===== src/design/dma_defs.vh =====
`ifndef DMA_DEFS_VH
`define DMA_DEFS_VH

// frame bytes
`define DMA_SYNC1          8'ha5
`define DMA_SYNC2          8'h5a
// message identifiers
`define DMA_ID_POWERON     8'h06
`define DMA_ID_BEAM1       8'h01
`define DMA_ID_BEAM2       8'h02
// field limits
`define DMA_FAULT_MAX      16'h07ff
`define DMA_VER_MAX        8'h63
`define DMA_EDGE_MAX       8'h1d
`define DMA_SPEED_MAX      8'h78
// number of range bytes per beam
`define DMA_RANGE_CNT      6'h1e
// link timing
`define DMA_CLK_HZ         10000000
`define DMA_BAUD           57600
`define DMA_BIT_CYC        (`DMA_CLK_HZ / `DMA_BAUD)

`endif


===== src/design/dma_uart_tx.v =====
`timescale 1ns/1ns
`default_nettype none
`include "dma_defs.vh"

// 8n1 serial transmitter, one byte at a time
module dma_uart_tx (
   // clock and reset
   input  wire       sys_clk,
   input  wire       reset,
   // byte in
   input  wire       byteValid,
   input  wire [7:0] byteData,
   output wire       byteReady,
   // line
   output wire       txLine
);
   // divider count cut to the counter width on purpose; 173 fits in eight bits
   localparam integer BIT_CYC_I = `DMA_BIT_CYC;
   localparam [7:0]   BIT_CYC   = BIT_CYC_I[7:0];

   reg  [7:0] divCnt_ff;
   reg  [3:0] bitCnt_ff;
   reg  [8:0] shift_ff;
   reg        busy_ff;
   reg        line_ff;
   wire       bitTick;

   // bit-rate enable; restarted on every byte
   assign bitTick   = busy_ff && (divCnt_ff == BIT_CYC - 8'h01);
   assign byteReady = !busy_ff;
   assign txLine    = line_ff;

   // start bit, 8 data lsb first, stop bit
   always @(posedge sys_clk) begin
      if (reset) begin
         divCnt_ff <= 8'h00;
         bitCnt_ff <= 4'h0;
         shift_ff  <= 9'h1ff;
         busy_ff   <= 1'b0;
         line_ff   <= 1'b1;
      end else if (!busy_ff) begin
         divCnt_ff <= 8'h00;
         if (byteValid) begin
            busy_ff   <= 1'b1;
            line_ff   <= 1'b0;
            shift_ff  <= {1'b1, byteData};
            bitCnt_ff <= 4'h0;
         end
      end else if (bitTick) begin
         divCnt_ff <= 8'h00;
         if (bitCnt_ff == 4'h9) begin
            busy_ff <= 1'b0;
         end else begin
            line_ff   <= shift_ff[0];
            shift_ff  <= {1'b1, shift_ff[8:1]};
            bitCnt_ff <= bitCnt_ff + 4'h1;
         end
      end else begin
         divCnt_ff <= divCnt_ff + 8'h01;
      end
   end
endmodule // dma_uart_tx

`default_nettype wire


===== src/design/dma_assembler.v =====
`timescale 1ns/1ns
`default_nettype none
`include "dma_defs.vh"

module dma_assembler (
   // clock and reset
   input  wire        sys_clk,
   input  wire        reset,
   // power-on report source
   input  wire        calDone,
   input  wire [15:0] faultWord,
   input  wire [7:0]  fwMajor,
   input  wire [7:0]  fwMinor,
   input  wire [7:0]  fwPatch,
   output reg  [5:0]  rangeIdx,
   output reg         rangeBeam1,
   input  wire [7:0]  rangeData,
   // option
   input  wire        extraBytes,
   // detection requests
   input  wire        beam1Req,
   input  wire [7:0]  beam1Left,
   input  wire [7:0]  beam1Right,
   input  wire        beam2Req,
   input  wire [7:0]  beam2VehId,
   input  wire [7:0]  beam2Left,
   input  wire [7:0]  beam2Right,
   input  wire [7:0]  beam2LeftRange,
   input  wire [7:0]  beam2RightRange,
   input  wire [7:0]  beam2Speed,
   // status
   output reg         busy,
   output reg         powerOnSent,
   output reg  [7:0]  lastVehId,
   // serial line
   output reg         txData
);
   // states, one-hot
   localparam [4:0] ST_IDLE = 5'h01;
   localparam [4:0] ST_LOAD = 5'h02;
   localparam [4:0] ST_SEND = 5'h04;
   localparam [4:0] ST_NEXT = 5'h08;
   localparam [4:0] ST_WAIT = 5'h10;
   // message kinds
   localparam [1:0] MK_PON = 2'h0;
   localparam [1:0] MK_B1  = 2'h1;
   localparam [1:0] MK_B2  = 2'h2;

   reg  [4:0] state_ff;
   reg  [1:0] kind_ff;
   reg  [6:0] idx_ff;
   reg  [6:0] last_ff;
   reg  [7:0] csum_ff;
   reg  [7:0] byte_ff;
   reg        valid_ff;
   reg        extra_ff;
   reg  [7:0] vehCnt_ff;
   reg        ponDone_ff;
   reg        calSync1_ff;
   reg        calSync2_ff;
   reg        b1Pend_ff;
   reg        b2Pend_ff;
   // latched request fields
   reg  [7:0] f0_ff, f1_ff, f2_ff, f3_ff, f4_ff, f6_ff;
   reg  [7:0] nxt_byte;
   wire       uartReady;
   wire       uartLine;

   dma_uart_tx u_tx (
      .sys_clk   (sys_clk),
      .reset     (reset),
      .byteValid (valid_ff),
      .byteData  (byte_ff),
      .byteReady (uartReady),
      .txLine    (uartLine)
   );

   // clamp helper; out-of-range values are held at the limit
   function [7:0] clampB;
      input [7:0] v;
      input [7:0] lim;
      begin
         clampB = (v > lim) ? lim : v;
      end
   endfunction

   // byte at frame index: 0,1 sync; 2.. payload; last is checksum
   always @* begin
      nxt_byte = 8'h00;
      if (idx_ff == 7'h00) begin
         nxt_byte = `DMA_SYNC1;
      end else if (idx_ff == 7'h01) begin
         nxt_byte = `DMA_SYNC2;
      end else if (idx_ff == last_ff) begin
         nxt_byte = csum_ff;
      end else begin
         case (kind_ff)
            MK_PON: begin
               if (idx_ff == 7'h02) nxt_byte = `DMA_ID_POWERON;
               else if (idx_ff == 7'h03) nxt_byte = f0_ff;
               else if (idx_ff == 7'h04) nxt_byte = f1_ff;
               else if (idx_ff == 7'h05) nxt_byte = f2_ff;
               else if (idx_ff == 7'h06) nxt_byte = f3_ff;
               else if (idx_ff == 7'h07) nxt_byte = f4_ff;
               else nxt_byte = rangeData;
            end
            MK_B1: begin
               if (idx_ff == 7'h02) nxt_byte = `DMA_ID_BEAM1;
               else if (idx_ff == 7'h03) nxt_byte = f0_ff;
               else if (idx_ff == 7'h04) nxt_byte = f1_ff;
               else nxt_byte = f2_ff;
            end
            MK_B2: begin
               if (idx_ff == 7'h02) nxt_byte = `DMA_ID_BEAM2;
               else if (idx_ff == 7'h03) nxt_byte = f0_ff;
               else if (idx_ff == 7'h04) nxt_byte = f1_ff;
               else if (idx_ff == 7'h05) nxt_byte = f2_ff;
               else if (extra_ff && idx_ff == 7'h06) nxt_byte = f3_ff;
               else if (extra_ff && idx_ff == 7'h07) nxt_byte = f4_ff;
               else nxt_byte = f6_ff;
            end
            default: nxt_byte = 8'h00;
         endcase
      end
   end

   // range table address follows the frame index; beam 2 first
   always @(posedge sys_clk) begin
      if (reset) begin
         rangeIdx   <= 6'h00;
         rangeBeam1 <= 1'b0;
      end else if (idx_ff >= 7'h08 && idx_ff < 7'h26) begin
         rangeIdx   <= idx_ff[5:0] - 6'h08;
         rangeBeam1 <= 1'b0;
      end else if (idx_ff >= 7'h26 && idx_ff < last_ff) begin
         // checksum slot leaves the address alone, so it never passes 29
         rangeIdx   <= idx_ff[5:0] - 6'h26;
         rangeBeam1 <= 1'b1;
      end
   end

   // sequencer: requests are remembered while a frame is on the line
   always @(posedge sys_clk) begin
      if (reset) begin
         state_ff    <= ST_IDLE;
         kind_ff     <= MK_PON;
         idx_ff      <= 7'h00;
         last_ff     <= 7'h00;
         csum_ff     <= 8'h00;
         byte_ff     <= 8'h00;
         valid_ff    <= 1'b0;
         extra_ff    <= 1'b0;
         vehCnt_ff   <= 8'h00;
         ponDone_ff  <= 1'b0;
         calSync1_ff <= 1'b0;
         calSync2_ff <= 1'b0;
         b1Pend_ff   <= 1'b0;
         b2Pend_ff   <= 1'b0;
         f0_ff       <= 8'h00;
         f1_ff       <= 8'h00;
         f2_ff       <= 8'h00;
         f3_ff       <= 8'h00;
         f4_ff       <= 8'h00;
         f6_ff       <= 8'h00;
         busy        <= 1'b0;
         powerOnSent <= 1'b0;
         lastVehId   <= 8'h00;
         txData      <= 1'b1;
      end else begin
         calSync1_ff <= calDone;
         calSync2_ff <= calSync1_ff;
         txData      <= uartLine;
         powerOnSent <= ponDone_ff;
         busy        <= (state_ff != ST_IDLE);
         // a request arriving while one is consumed is kept
         if (beam1Req) b1Pend_ff <= 1'b1;
         if (beam2Req) b2Pend_ff <= 1'b1;
         case (state_ff)
            ST_IDLE: begin
               idx_ff  <= 7'h00;
               csum_ff <= 8'h00;
               if (!ponDone_ff) begin
                  if (calSync2_ff) begin
                     kind_ff <= MK_PON;
                     f0_ff <= (faultWord > `DMA_FAULT_MAX) ? 8'hff : faultWord[7:0];
                     f1_ff <= (faultWord > `DMA_FAULT_MAX) ? 8'h07 : faultWord[15:8];
                     f2_ff <= clampB(fwMajor, `DMA_VER_MAX);
                     f3_ff <= clampB(fwMinor, `DMA_VER_MAX);
                     f4_ff <= clampB(fwPatch, `DMA_VER_MAX);
                     last_ff  <= 7'h08 + {1'b0, `DMA_RANGE_CNT} + {1'b0, `DMA_RANGE_CNT};
                     state_ff <= ST_LOAD;
                  end
               end else if (b1Pend_ff || beam1Req) begin
                  b1Pend_ff <= b1Pend_ff & beam1Req; // a fresh pulse is not lost
                  kind_ff   <= MK_B1;
                  extra_ff  <= extraBytes;
                  f0_ff     <= vehCnt_ff;
                  lastVehId <= vehCnt_ff;
                  vehCnt_ff <= vehCnt_ff + 8'h01;
                  f1_ff     <= clampB(beam1Left, `DMA_EDGE_MAX);
                  f2_ff     <= clampB(beam1Right, `DMA_EDGE_MAX);
                  last_ff   <= extraBytes ? 7'h06 : 7'h04;
                  state_ff  <= ST_LOAD;
               end else if (b2Pend_ff || beam2Req) begin
                  b2Pend_ff <= b2Pend_ff & beam2Req; // a fresh pulse is not lost
                  kind_ff   <= MK_B2;
                  extra_ff  <= extraBytes;
                  f0_ff     <= beam2VehId;
                  f1_ff     <= clampB(beam2Left, `DMA_EDGE_MAX);
                  f2_ff     <= clampB(beam2Right, `DMA_EDGE_MAX);
                  f3_ff     <= beam2LeftRange;
                  f4_ff     <= beam2RightRange;
                  f6_ff     <= clampB(beam2Speed, `DMA_SPEED_MAX);
                  last_ff   <= extraBytes ? 7'h09 : 7'h07;
                  state_ff  <= ST_LOAD;
               end
            end
            ST_LOAD: begin
               // one cycle lets the range address settle
               state_ff <= ST_SEND;
            end
            ST_SEND: begin
               byte_ff  <= nxt_byte;
               valid_ff <= 1'b1;
               if (idx_ff >= 7'h02 && idx_ff != last_ff) begin
                  csum_ff <= csum_ff ^ nxt_byte;
               end
               state_ff <= ST_WAIT;
            end
            ST_WAIT: begin
               // uart takes the byte and goes busy
               if (valid_ff && !uartReady) begin
                  valid_ff <= 1'b0;
               end else if (!valid_ff && uartReady) begin
                  state_ff <= ST_NEXT;
               end
            end
            ST_NEXT: begin
               if (idx_ff == last_ff) begin
                  if (kind_ff == MK_PON) ponDone_ff <= 1'b1;
                  state_ff <= ST_IDLE;
               end else begin
                  idx_ff   <= idx_ff + 7'h01;
                  state_ff <= ST_LOAD;
               end
            end
            default: state_ff <= ST_IDLE;
         endcase
      end
   end
endmodule // dma_assembler

`default_nettype wire


===== config.mk =====
export PLATFORM = sky130hd
export DESIGN_NAME = dma_assembler
export DESIGN_NICKNAME = d
export VERILOG_FILES = /design/src/design/dma_uart_tx.v /design/src/design/dma_assembler.v
export VERILOG_INCLUDE_DIRS = /design/src /design/src/design
export SDC_FILE = /design/constraint.sdc
export NUM_CORES = 1
export LEC_CHECK = 0
export BUFFER_PORTS_ARGS = -buffer_cell sky130_fd_sc_hd__buf_2
export CORE_ASPECT_RATIO = 1.75
export CORE_UTILIZATION = 61
export CTS_CLUSTER_DIAMETER = 60
export DETAILED_ROUTE_END_ITERATION = 10
export PLACE_DENSITY = 0.85
export SYNTH_ARGS = -nofsm -noshare
export SYNTH_HDL_FRONTEND = slang
export SYNTH_SLANG_ARGS = --single-unit

===== constraint.sdc =====
create_clock -name sys_clk -period 4.8 [get_ports sys_clk]
set_input_delay 0.24 -clock sys_clk [delete_from_list [all_inputs] [get_ports sys_clk]]
set_output_delay 0.24 -clock sys_clk [all_outputs]
set_load 0.02 [all_outputs]

Word-level counts from Yosys, hierarchy flattened:

Cells that the tools add are included.

* bits in registers: 141
* bits of input ports: 118
* word-level logic and storage cells: 223

* add/subtract/negate cells: 6
* $lt $le $gt $ge: 14
* equality and inequality tests: 31
* mux-type cells: 102
* bitwise logic cells: 5
* reduce and logical (&&, ||, !) cells: 34

Operators by type and width (number)
* $mux 8: 49
* $mux 9: 4
* $mux 7: 5
* $gt 8x5->1 const B: 4
* $gt 8x7->1 const B: 4
* $mux 5: 6
* $eq 7x3->1 const B: 4
* $pmux 5 s5: 1
* $pmux 8 s3: 1
* $mux 1: 20
* $mux 4: 5
* $add 8x1->8 const B: 2
* $gt 16x11->1 const B: 1
* $ne 2x2->1 const B: 8
* $pmux 8 s2: 1
* $reduce_and 3->1: 5
* $eq 7x2->1 const B: 2
* $pmux 7 s2: 1
* $reduce_bool 2->1: 7
* $mux 2: 6
* $mux 6: 2
* $reduce_and 4->1: 3
* $eq 8x8->1 const B: 1
* $logic_and 1x1->1: 8
* 36 further kinds: 42

Longest topological paths before layout:

Gate-level depths: netlist (run 1).

* depth after elaboration: 15
* mapped depth: 11
* mapped depth without buffers: 9

Cells and area by module:

From an unflattened synthesis (run 1), not the netlist that was laid out.

* cells, all modules: 1002
* area, all modules: 7880.1 um^2

By module, submodules not included
* dma_assembler: instances 1, cells each 857, area each 6547.5 um^2, sequential area each 2302.2 um^2
* dma_uart_tx: instances 1, cells each 145, area each 1332.5 um^2, sequential area each 440.4 um^2

Least setup slack after synthesis (run 1):

No wires, ideal clock.

* path kind: reg2reg
* from: register idx_ff[0]
* to: register byte_ff[6]
* arrival: 2.413 ns
* data required time: 4.683 ns
* slack: 2.271 ns
* stages on the path, launching flop included: 12
* path through: dfxtp_1 -> inv_1 -> ha_1 -> buf_2 -> or2_1 -> and3_1 -> buf_2 -> o21ai_0 -> nor3_1 -> o2111a_1 -> a2111o_1 -> a22o_1

* longest elaborated chain between the ends: 12
* elaborated cells between the ends (all ways): 30

Ends and longest elaborated chain
* from (decl): RTL line dma_assembler.v:51 `reg [6:0] idx_ff;`
* from (signal assigned): RTL line dma_assembler.v:243 `idx_ff <= idx_ff + 7'h01;`
* $eq 7x3->1: RTL line dma_assembler.v:104, dma_assembler.v:119
* $logic_and 1x1->1: RTL line dma_assembler.v:119 `else if (extra_ff && idx_ff == 7'h07) nxt_byte = f4_ff;`
* $mux 8: RTL line dma_assembler.v:119
* $mux 8: RTL line dma_assembler.v:118 `else if (extra_ff && idx_ff == 7'h06) nxt_byte = f3_ff;`
* $mux 8: RTL line dma_assembler.v:117 `else if (idx_ff == 7'h05) nxt_byte = f2_ff;`
* $mux 8: RTL line dma_assembler.v:116 `else if (idx_ff == 7'h04) nxt_byte = f1_ff;`
* $mux 8: RTL line dma_assembler.v:115 `else if (idx_ff == 7'h03) nxt_byte = f0_ff;`
* $mux 8: RTL line dma_assembler.v:114 `` if (idx_ff == 7'h02) nxt_byte = `DMA_ID_BEAM2; ``
* $pmux 8 s3: RTL line dma_assembler.v:97 `case (kind_ff)`
* $mux 8: RTL line dma_assembler.v:94 `end else if (idx_ff == last_ff) begin`
* $mux 8: RTL line dma_assembler.v:92 `end else if (idx_ff == 7'h01) begin`
* $mux 8 (*): RTL line dma_assembler.v:90 `if (idx_ff == 7'h00) begin`
* to (signal assigned): RTL line dma_assembler.v:223 `byte_ff <= nxt_byte;`
* to (decl): RTL line dma_assembler.v:54 `reg [7:0] byte_ff;`

Mark *: on every way between the ends. The rest lies on a longest branch, timed or not.
A chain may end at the register's enable or synchronous reset.

Worst setup path in the final report (run 1):

* from: register idx_ff[0]
* to: register csum_ff[1]

* longest elaborated chain between the ends: 15
* elaborated cells between the ends (all ways): 38

Ends and longest elaborated chain
* $eq 7x3->1: RTL line dma_assembler.v:104, dma_assembler.v:119
* $logic_and 1x1->1: RTL line dma_assembler.v:119
* $mux 8: RTL line dma_assembler.v:119
* $mux 8: RTL line dma_assembler.v:118
* $mux 8: RTL line dma_assembler.v:117
* $mux 8: RTL line dma_assembler.v:116
* $mux 8: RTL line dma_assembler.v:115
* $mux 8: RTL line dma_assembler.v:114
* $pmux 8 s3: RTL line dma_assembler.v:97
* $mux 8: RTL line dma_assembler.v:94
* $mux 8: RTL line dma_assembler.v:92
* $mux 8: RTL line dma_assembler.v:90
* $xor 8x8->8: RTL line dma_assembler.v:226 `csum_ff <= csum_ff ^ nxt_byte;`
* $mux 8: RTL line dma_assembler.v:225 `if (idx_ff >= 7'h02 && idx_ff != last_ff) begin`
* $pmux 8 s2: RTL line dma_assembler.v:178 `case (state_ff)`
* to (signal assigned): RTL line dma_assembler.v:226
* to (decl): RTL line dma_assembler.v:53 `reg [7:0] csum_ff;`

Several ways; a longest one is shown, not always the timed one. The select of a mux whose other input is x is not followed.

==> reports/results.ini, run 1 <==
[status]
status = completed

[timing]
fin_setup_tns_ns = 0
slew_viol_final = 0
max_freq_mhz = 320.9
clock_skew_ns = 0.009106
hold_slack_ns = 0.02258
finalSetupViolCount = 0
rsz0062_at_grt = false
postLayoutSetupSlackWorst_ns = 1.683
timing.final.crit_share_pct = 64.93
fin_crit_ns = 3.117
slew_headroom_pct = 36.71
finalHoldViolCount = 0
tightest_slew_ns = 0.9436

[worst_setup_path]
reg2reg_from = idx_ff[0]$_SDFFE_PP0P_
ff2ff_path_depth = 8
start_kind = flip-flop
critical_path.endpoint_type = flip-flop
r2r_end = csum_ff[1]$_SDFFE_PP0P_
worstPathArrival_ns = 3.48
required_ns = 5.16
path_max_fanout = 14
worstSetupPathType = reg -> reg
reg2reg_slack_ns = 1.68

[logic_synthesis]
synth_edf_count = 0
syn_inst = 980
yosysMostFrequentCell = dfxtp_1
yosys-top-cells-area = dfxtp_1 36%, nor2_1 5.9%, nand2_1 5.8%, a21oi_1 5.1%, ha_1 3.3%
synthTopCellsByCount = 137 x dfxtp_1, 119 x nor2_1, 116 x nand2_1, 77 x a21oi_1, 52 x clkbuf_1
synth_nets = 1118
yosysWarnings = 0
synthFlopType = dfxtp_1
synth.distinct_cells = 80
synth_top_area_share_pct = 36.30
synth_seq_cells = 137
syn_area_sq_mm = 0.007555
avgSynthCellArea_sq_um = 7.709
post-synth-top-area-cell = dfxtp_1
async_flop_share_pct = 0
seq_area_frac_synth_pct = 36.30

[die]
dieArea_sq_mm = 0.01285
die_w_um = 86.13
initial_core_util_pct = 62.60
io_pins = 136
core_sq_mm = 0.01207
row_count = 53
die_h_um = 149.2

[finish]
antenna_cells = 0
nets = 1212
final_cells = 1250
synthToLayoutAreaGrowth_pct = 17.39
nFillCells = 997
drive_above_1_share_pct = 17.42

[cts]
cts_made_buffers = 17
clkTransAtPathRegs_ns = 0.06
cts_resized = 0
hold_buffers = 0
h-tree-depth = 4
clk_path_buf_depth = 2
cts_tree = built
clk_latency_ns = 0.43
cts_setup_buffers = 0
clockRootBuffer = clkbuf_16
cts.sinks = 137

[placement]
pre_cts_slack_ns = 1.731
place.gp.congestion = 1.037
io_buffers = 135
hpwlAfterDp_um = 16790
place_inst = 1220

[route]
detail_route.wl_per_cell_um = 18.39
drt-initial-drc-count = 552
routed_wl_um = 22990
drtPass1Iterations = 5
post_drt_via_cell_ratio = 6.306
vias = 7883
drtAntennaViolNets = 0
drc = 0

[worst_hold_path]
hold_depth = 2
hold_end = calSync1_ff$_SDFF_PP0_
min_from = calDone
min_path_type = in -> reg

[power_and_ir_drop]
irDropWorstVdd_v = 0.0002444
total_leakage_power_nw = 3.449
p_per_area_mw_per_mm2 = 386.4

[global_route]
grt_pass1_vias = 7574
grt-ovfl-total = 0
grt_max_degree = 80
antenna_found_initial = 0
grt_first_pass_wirelength_um = 36330
grt_usage_pct = 36.28

[run]
maxCapViolCount = 0

## per-stage QoR
stage               total power, mW  area, sq um  utilization [%]
floorplan                     1.716         7555                -
global placement              1.898         8202            67.96
detailed placement            1.913         8202            67.96
CTS                           3.409         8869            73.48
global route                  3.539         8869            73.48
finish                        3.427         8869            73.48
## critical path: stages, from the launching register on
cell and delay, ns:
dfxtp_1 0.50, ha_1 0.55, nand3b_1 0.33, nor2_1 0.27, mux2_2 0.36, o311ai_1 0.37
nand4_1 0.26, a211o_1 0.34, nand3_1 0.07
## logic make-up (layout without fill, tap and decap cells)
family | after synthesis | in the layout | synth area share (%)
buf+inv | 91 | 196 | 4.935
mux | 8 | 8 | 1.093
compound gates | 266 | 266 | 24.15
simple gates | 444 | 444 | 28.59
xor+xnor | 14 | 14 | 1.623
flops | 137 | 137 | 36.30
fa+ha+maj | 20 | 20 | 3.312
## cell type report
| type | count | area, sq um | area share [%] |
|---|---|---|---|
| Multi-Input combinational cell | 752 | 4439 | 50.06 |
| Sequential cell | 137 | 2743 | 30.93 |
| Timing Repair Buffer | 140 | 715.7 | 8.070 |
| Clock buffer | 17 | 425.4 | 4.797 |
| Clock inverter | 13 | 241.5 | 2.723 |
| Tap cell | 165 | 206.4 | 2.328 |
| Inverter | 26 | 97.59 | 1.100 |
## worst max path at each step
stage | from | to | slack (ns) | depth (start not counted)
floorplan | idx_ff[0]$_SDFFE_PP0P_ | byte_ff[6]$_SDFFE_PP0P_ | 2.27 | 11
CTS | idx_ff[1]$_SDFFE_PP0P_ | csum_ff[1]$_SDFFE_PP0P_ | 1.72 | 8
global placement | idx_ff[1]$_SDFFE_PP0P_ | csum_ff[1]$_SDFFE_PP0P_ | 1.72 | 8
finish | idx_ff[0]$_SDFFE_PP0P_ | csum_ff[1]$_SDFFE_PP0P_ | 1.68 | 8
detailed placement | idx_ff[1]$_SDFFE_PP0P_ | csum_ff[1]$_SDFFE_PP0P_ | 1.73 | 8
global route | idx_ff[2]$_SDFFE_PP0P_ | csum_ff[4]$_SDFFE_PP0P_ | 1.55 | 7
## metal layers
metal,GRT usage (%),share of wire (%),up-vias
met5,0,0,-
met4,25.83,6.0,0
met3,5.423,4.6,100
met2,66.83,54,344
met1,36.31,36,3689
li1,-,-,3750
## placed cells by master, fill, tap and decap left out, drive strengths merged, types with 11 or more instances in the layout
| cell type | n |
|---|---|
| a211oi | 24 |
| clkbuf | 17 |
| dfxtp | 137 |
| ha | 20 |
| nand4 | 17 |
| and3 | 18 |
| buf | 140 |
| nand2b | 11 |
| and2 | 11 |
| nand3 | 45 |
| o211ai | 16 |
| or3 | 13 |
| nand2 | 116 |
| nor2b | 19 |
| nor2 | 120 |
| o21bai | 12 |
| o21ai | 41 |
| inv | 30 |
| a21oi | 78 |
| nor3 | 42 |
## report_power, final
group / switching [mW] / total, mW / internal, mW
logic: 0.408 / 0.632 / 0.224
registers: 0.0717 / 1.29 / 1.22
clock network: 0.529 / 1.51 / 0.978
No activity file was read; power rests on OpenSTA's default activity.
==> run 2: changes to the inputs <==
--- a/config.mk
+++ b/config.mk
@@ -8,10 +8,10 @@
 export LEC_CHECK = 0
 export BUFFER_PORTS_ARGS = -buffer_cell sky130_fd_sc_hd__buf_2
 export CORE_ASPECT_RATIO = 1.75
-export CORE_UTILIZATION = 61
+export CORE_UTILIZATION = 51
 export CTS_CLUSTER_DIAMETER = 60
 export DETAILED_ROUTE_END_ITERATION = 10
-export PLACE_DENSITY = 0.85
+export PLACE_DENSITY = 0.76
 export SYNTH_ARGS = -nofsm -noshare
 export SYNTH_HDL_FRONTEND = slang
 export SYNTH_SLANG_ARGS = --single-unit
==> constraint.sdc (replaced) <==
create_clock -name sys_clk -period 2.6 [get_ports sys_clk]
set_input_delay 0.13 -clock sys_clk [delete_from_list [all_inputs] [get_ports sys_clk]]
set_output_delay 0.13 -clock sys_clk [all_outputs]
set_load 0.02 [all_outputs]
==> run 2 against run 1 <==
Net effect:
- wire length grew 6.9%
- fmax grew 25%
- sequential cell count is the same
- register-to-register slack lost 1.6 ns
- clock skew grew 0.00098 ns
- critical path type unchanged
- critical endpoint is now csum_ff[2]$_SDFFE_PP0P_
- highest routed layer unchanged
==> reports/results.ini, run 2 (same netlist as run 1, synthesis figures left out) <==
[run]
maxCapViolCount = 0  ; unchanged

[power_and_ir_drop]
swShare_pct = 31.18  ; was 29.41%
total_leakage_power_nw = 3.731  ; was 3.449 nW
clockPowerShare_pct = 41.0  ; was 44.0%
p_per_area_mw_per_mm2 = 662.1  ; was 386.4 mW/mm^2
p_sw_mw = 1.941  ; was 1.008 mW
combPwrFrac_pct = 20.6  ; was 18.4%
finalPower_mw = 6.225  ; was 3.427 mW
irDropWorstVdd_v = 0.0003942  ; was 0.0002444 V
p_int_mw = 4.284  ; was 2.419 mW
seqPwrFrac_pct = 38.4  ; was 37.6%

[cts]
clk_latency_ns = 0.43  ; about the same
cts_tree = built  ; unchanged
cts.sinks = 137  ; unchanged
h-tree-depth = 4  ; unchanged
clk_path_buf_depth = 2  ; unchanged
cts_setup_buffers = 0  ; unchanged
clockRootBuffer = clkbuf_16  ; unchanged
clkTransAtPathRegs_ns = 0.07  ; was 0.06 ns
cts_made_buffers = 17  ; unchanged

[route]
drt-initial-drc-count = 654  ; was 552
drc = 0  ; unchanged
vias = 8044  ; was 7,883
detail_route.wl_per_cell_um = 18.44  ; was 18.39 um
drtAntennaViolNets = 0  ; unchanged
drtPass1Iterations = 5  ; unchanged
post_drt_via_cell_ratio = 6.035  ; was 6.306
met2_length_um = 12920  ; was 12,330 um
wl_met3_um = 1209  ; was 1066 um
routed_wl_um = 24580  ; was 22,990 um
wl_met1_um = 8597  ; was 8199 um
top_layer = met4  ; unchanged

[timing]
clock_skew_ns = 0.01008  ; was 0.009106 ns
rsz0062_at_grt = false  ; unchanged
finalHoldViolCount = 0  ; unchanged
slew_viol_final = 0  ; unchanged
hold_slack_ns = 0.009268  ; was 0.02258 ns
slew_headroom_pct = 62.55  ; was 36.71%
finalSetupViolCount = 0  ; unchanged
fin_crit_ns = 2.487  ; was 3.117 ns
tightest_slew_ns = 0.5606  ; was 0.9436 ns
timing.final.crit_share_pct = 95.64  ; was 64.93%
fin_setup_tns_ns = 0  ; unchanged
max_freq_mhz = 402.2  ; was 320.9 MHz

[global_route]
grt_pass1_vias = 7728  ; was 7,574
grt_first_pass_wirelength_um = 38120  ; was 36,330 um
antenna_found_initial = 0  ; unchanged
grt_max_degree = 81  ; was 80
grt-ovfl-total = 0  ; unchanged
grt_usage_pct = 32.69  ; was 36.28%

[worst_setup_path]
path_max_fanout = 6  ; was 14
critical_path.endpoint_type = flip-flop  ; unchanged
crit_slowest_cell = a2111oi_0  ; was ha_1
max_stage_delay_ns = 0.38  ; was 0.55 ns
reg2reg_slack_ns = 0.11  ; was 1.68 ns
required_ns = 2.96  ; was 5.16 ns
start_kind = flip-flop  ; unchanged
worstSetupPathType = reg -> reg  ; unchanged
cp_num_buf_inv = 1  ; was 0
worstPathArrival_ns = 2.85  ; was 3.48 ns
cp_top_family = simple AND/OR/NAND/NOR gates  ; unchanged
crit_chain = buf_4, ha_1, and3_1, and4_1, a2111oi_0, a22o_1, nor3_1, or3_1, a21oi_1  ; was ha_1, nand3b_1, nor2_1, mux2_2, o311ai_1, nand4_1, a211o_1, nand3_1

[die]
die_w_um = 94.01  ; was 86.13 um
initial_core_util_pct = 52.31  ; was 62.60%
dieArea_sq_mm = 0.01532  ; was 0.01285 sq mm
core_sq_mm = 0.01444  ; was 0.01207 sq mm
row_count = 58  ; was 53
io_pins = 136  ; unchanged
die_h_um = 163.0  ; was 149.2 um

[finish]
drive_above_1_share_pct = 22.12  ; was 17.42%
layout_common_cells = 134 x buf_2, 133 x dfxtp_1, 119 x nor2_1  ; was 137 x dfxtp_1, 134 x buf_2, 119 x nor2_1
final_common_cell = buf_2  ; was dfxtp_1
nets = 1278  ; was 1,212
synthToLayoutAreaGrowth_pct = 24.45  ; was 17.39%
antenna_cells = 0  ; unchanged
final_util_pct = 65.10  ; was 73.48%

[placement]
io_buffers = 135  ; unchanged
place.gp.congestion = 1.051  ; was 1.037
hpwlAfterDp_um = 18680  ; was 16,790 um

[worst_hold_path]
min_path_type = in -> reg  ; unchanged

[status]
status = completed  ; unchanged

## run 2: cell count changes in the layout (fill, tap and decap cells not counted), moves of 3 or more
cell           change
dlygate4sd3_1     +12
dfxtp_2            +4
clkinvlp_4         +3
bufinv_16          -3
dfxtp_1            -4
ha_1               -4
ha_2               +4
buf_4             +53
## run 2: worst paths after layout
path,start,endpoint,cells after the start
max,idx_ff[1]$_SDFFE_PP0P_,csum_ff[2]$_SDFFE_PP0P_,9
min,beam2Speed[3],f6_ff[3]$_SDFFE_PP0P_,3
max reg2reg,idx_ff[1]$_SDFFE_PP0P_,csum_ff[2]$_SDFFE_PP0P_,9
min reg2reg,lastVehId[7]$_SDFFE_PP0P_,lastVehId[7]$_SDFFE_PP0P_,2
## run 2: cell type report
class | count | area [sq um]
clock buffers | 18 | 429.2
clock inverters | 14 | 187.7
fillers | 1250 | 5040
inverters | 26 | 97.59
multi-input cells | 752 | 4461
flip-flops and latches | 137 | 2748
well taps | 180 | 225.2
repair buffers | 206 | 1254
## run 2: worst register-to-register path: stages (launching register included)
cell       delay (ns)
dfxtp_2          0.35
buf_4            0.15
ha_1             0.31
and3_1           0.20
and4_1           0.28
a2111oi_0        0.38
a22o_1           0.21
nor3_1           0.06
or3_1            0.37
a21oi_1          0.12
## run 2: repair_timing
item / in CTS / in global routing
resized for setup: 0 / 11
endpoints found under the hold margin: 11 / 1
hold buffers: 11 / 1
setup endpoints to repair: 0 / 13
## run 2: power groups by stage
stage          Sequential, mW  Clock (mW)  Combinational [mW]
4_1_cts                  2.38        2.57                1.25
3_5_place_dp             2.43           0                1.22
5_1_grt                  2.40        2.66                1.39
6_report                 2.39        2.55                1.28
3_3_place_gp             2.42           0                1.21
2_1_floorplan            2.38           0               0.792
## run 2: per-layer routing
| metal | vias up | GRT usage (%) |
|---|---|---|
| met1 | 3723 | 32.00 |
| met5 | - | 0 |
| met3 | 117 | 6.069 |
| li1 | 3880 | - |
| met4 | 0 | 26.57 |
| met2 | 324 | 58.43 |
## run 2: metrics by stage
step | worst slack (ns) | std cells | cell area, sq um
2_1_floorplan | 0.07054 | 980 | 7555
3_3_place_gp | 0.08356 | 1289 | 8638
3_5_place_dp | 0.06236 | 1289 | 8638
4_1_cts | 0.04000 | 1332 | 9365
5_1_grt | 0.009433 | 1333 | 9402
6_report | 0.1134 | 1333 | 9402
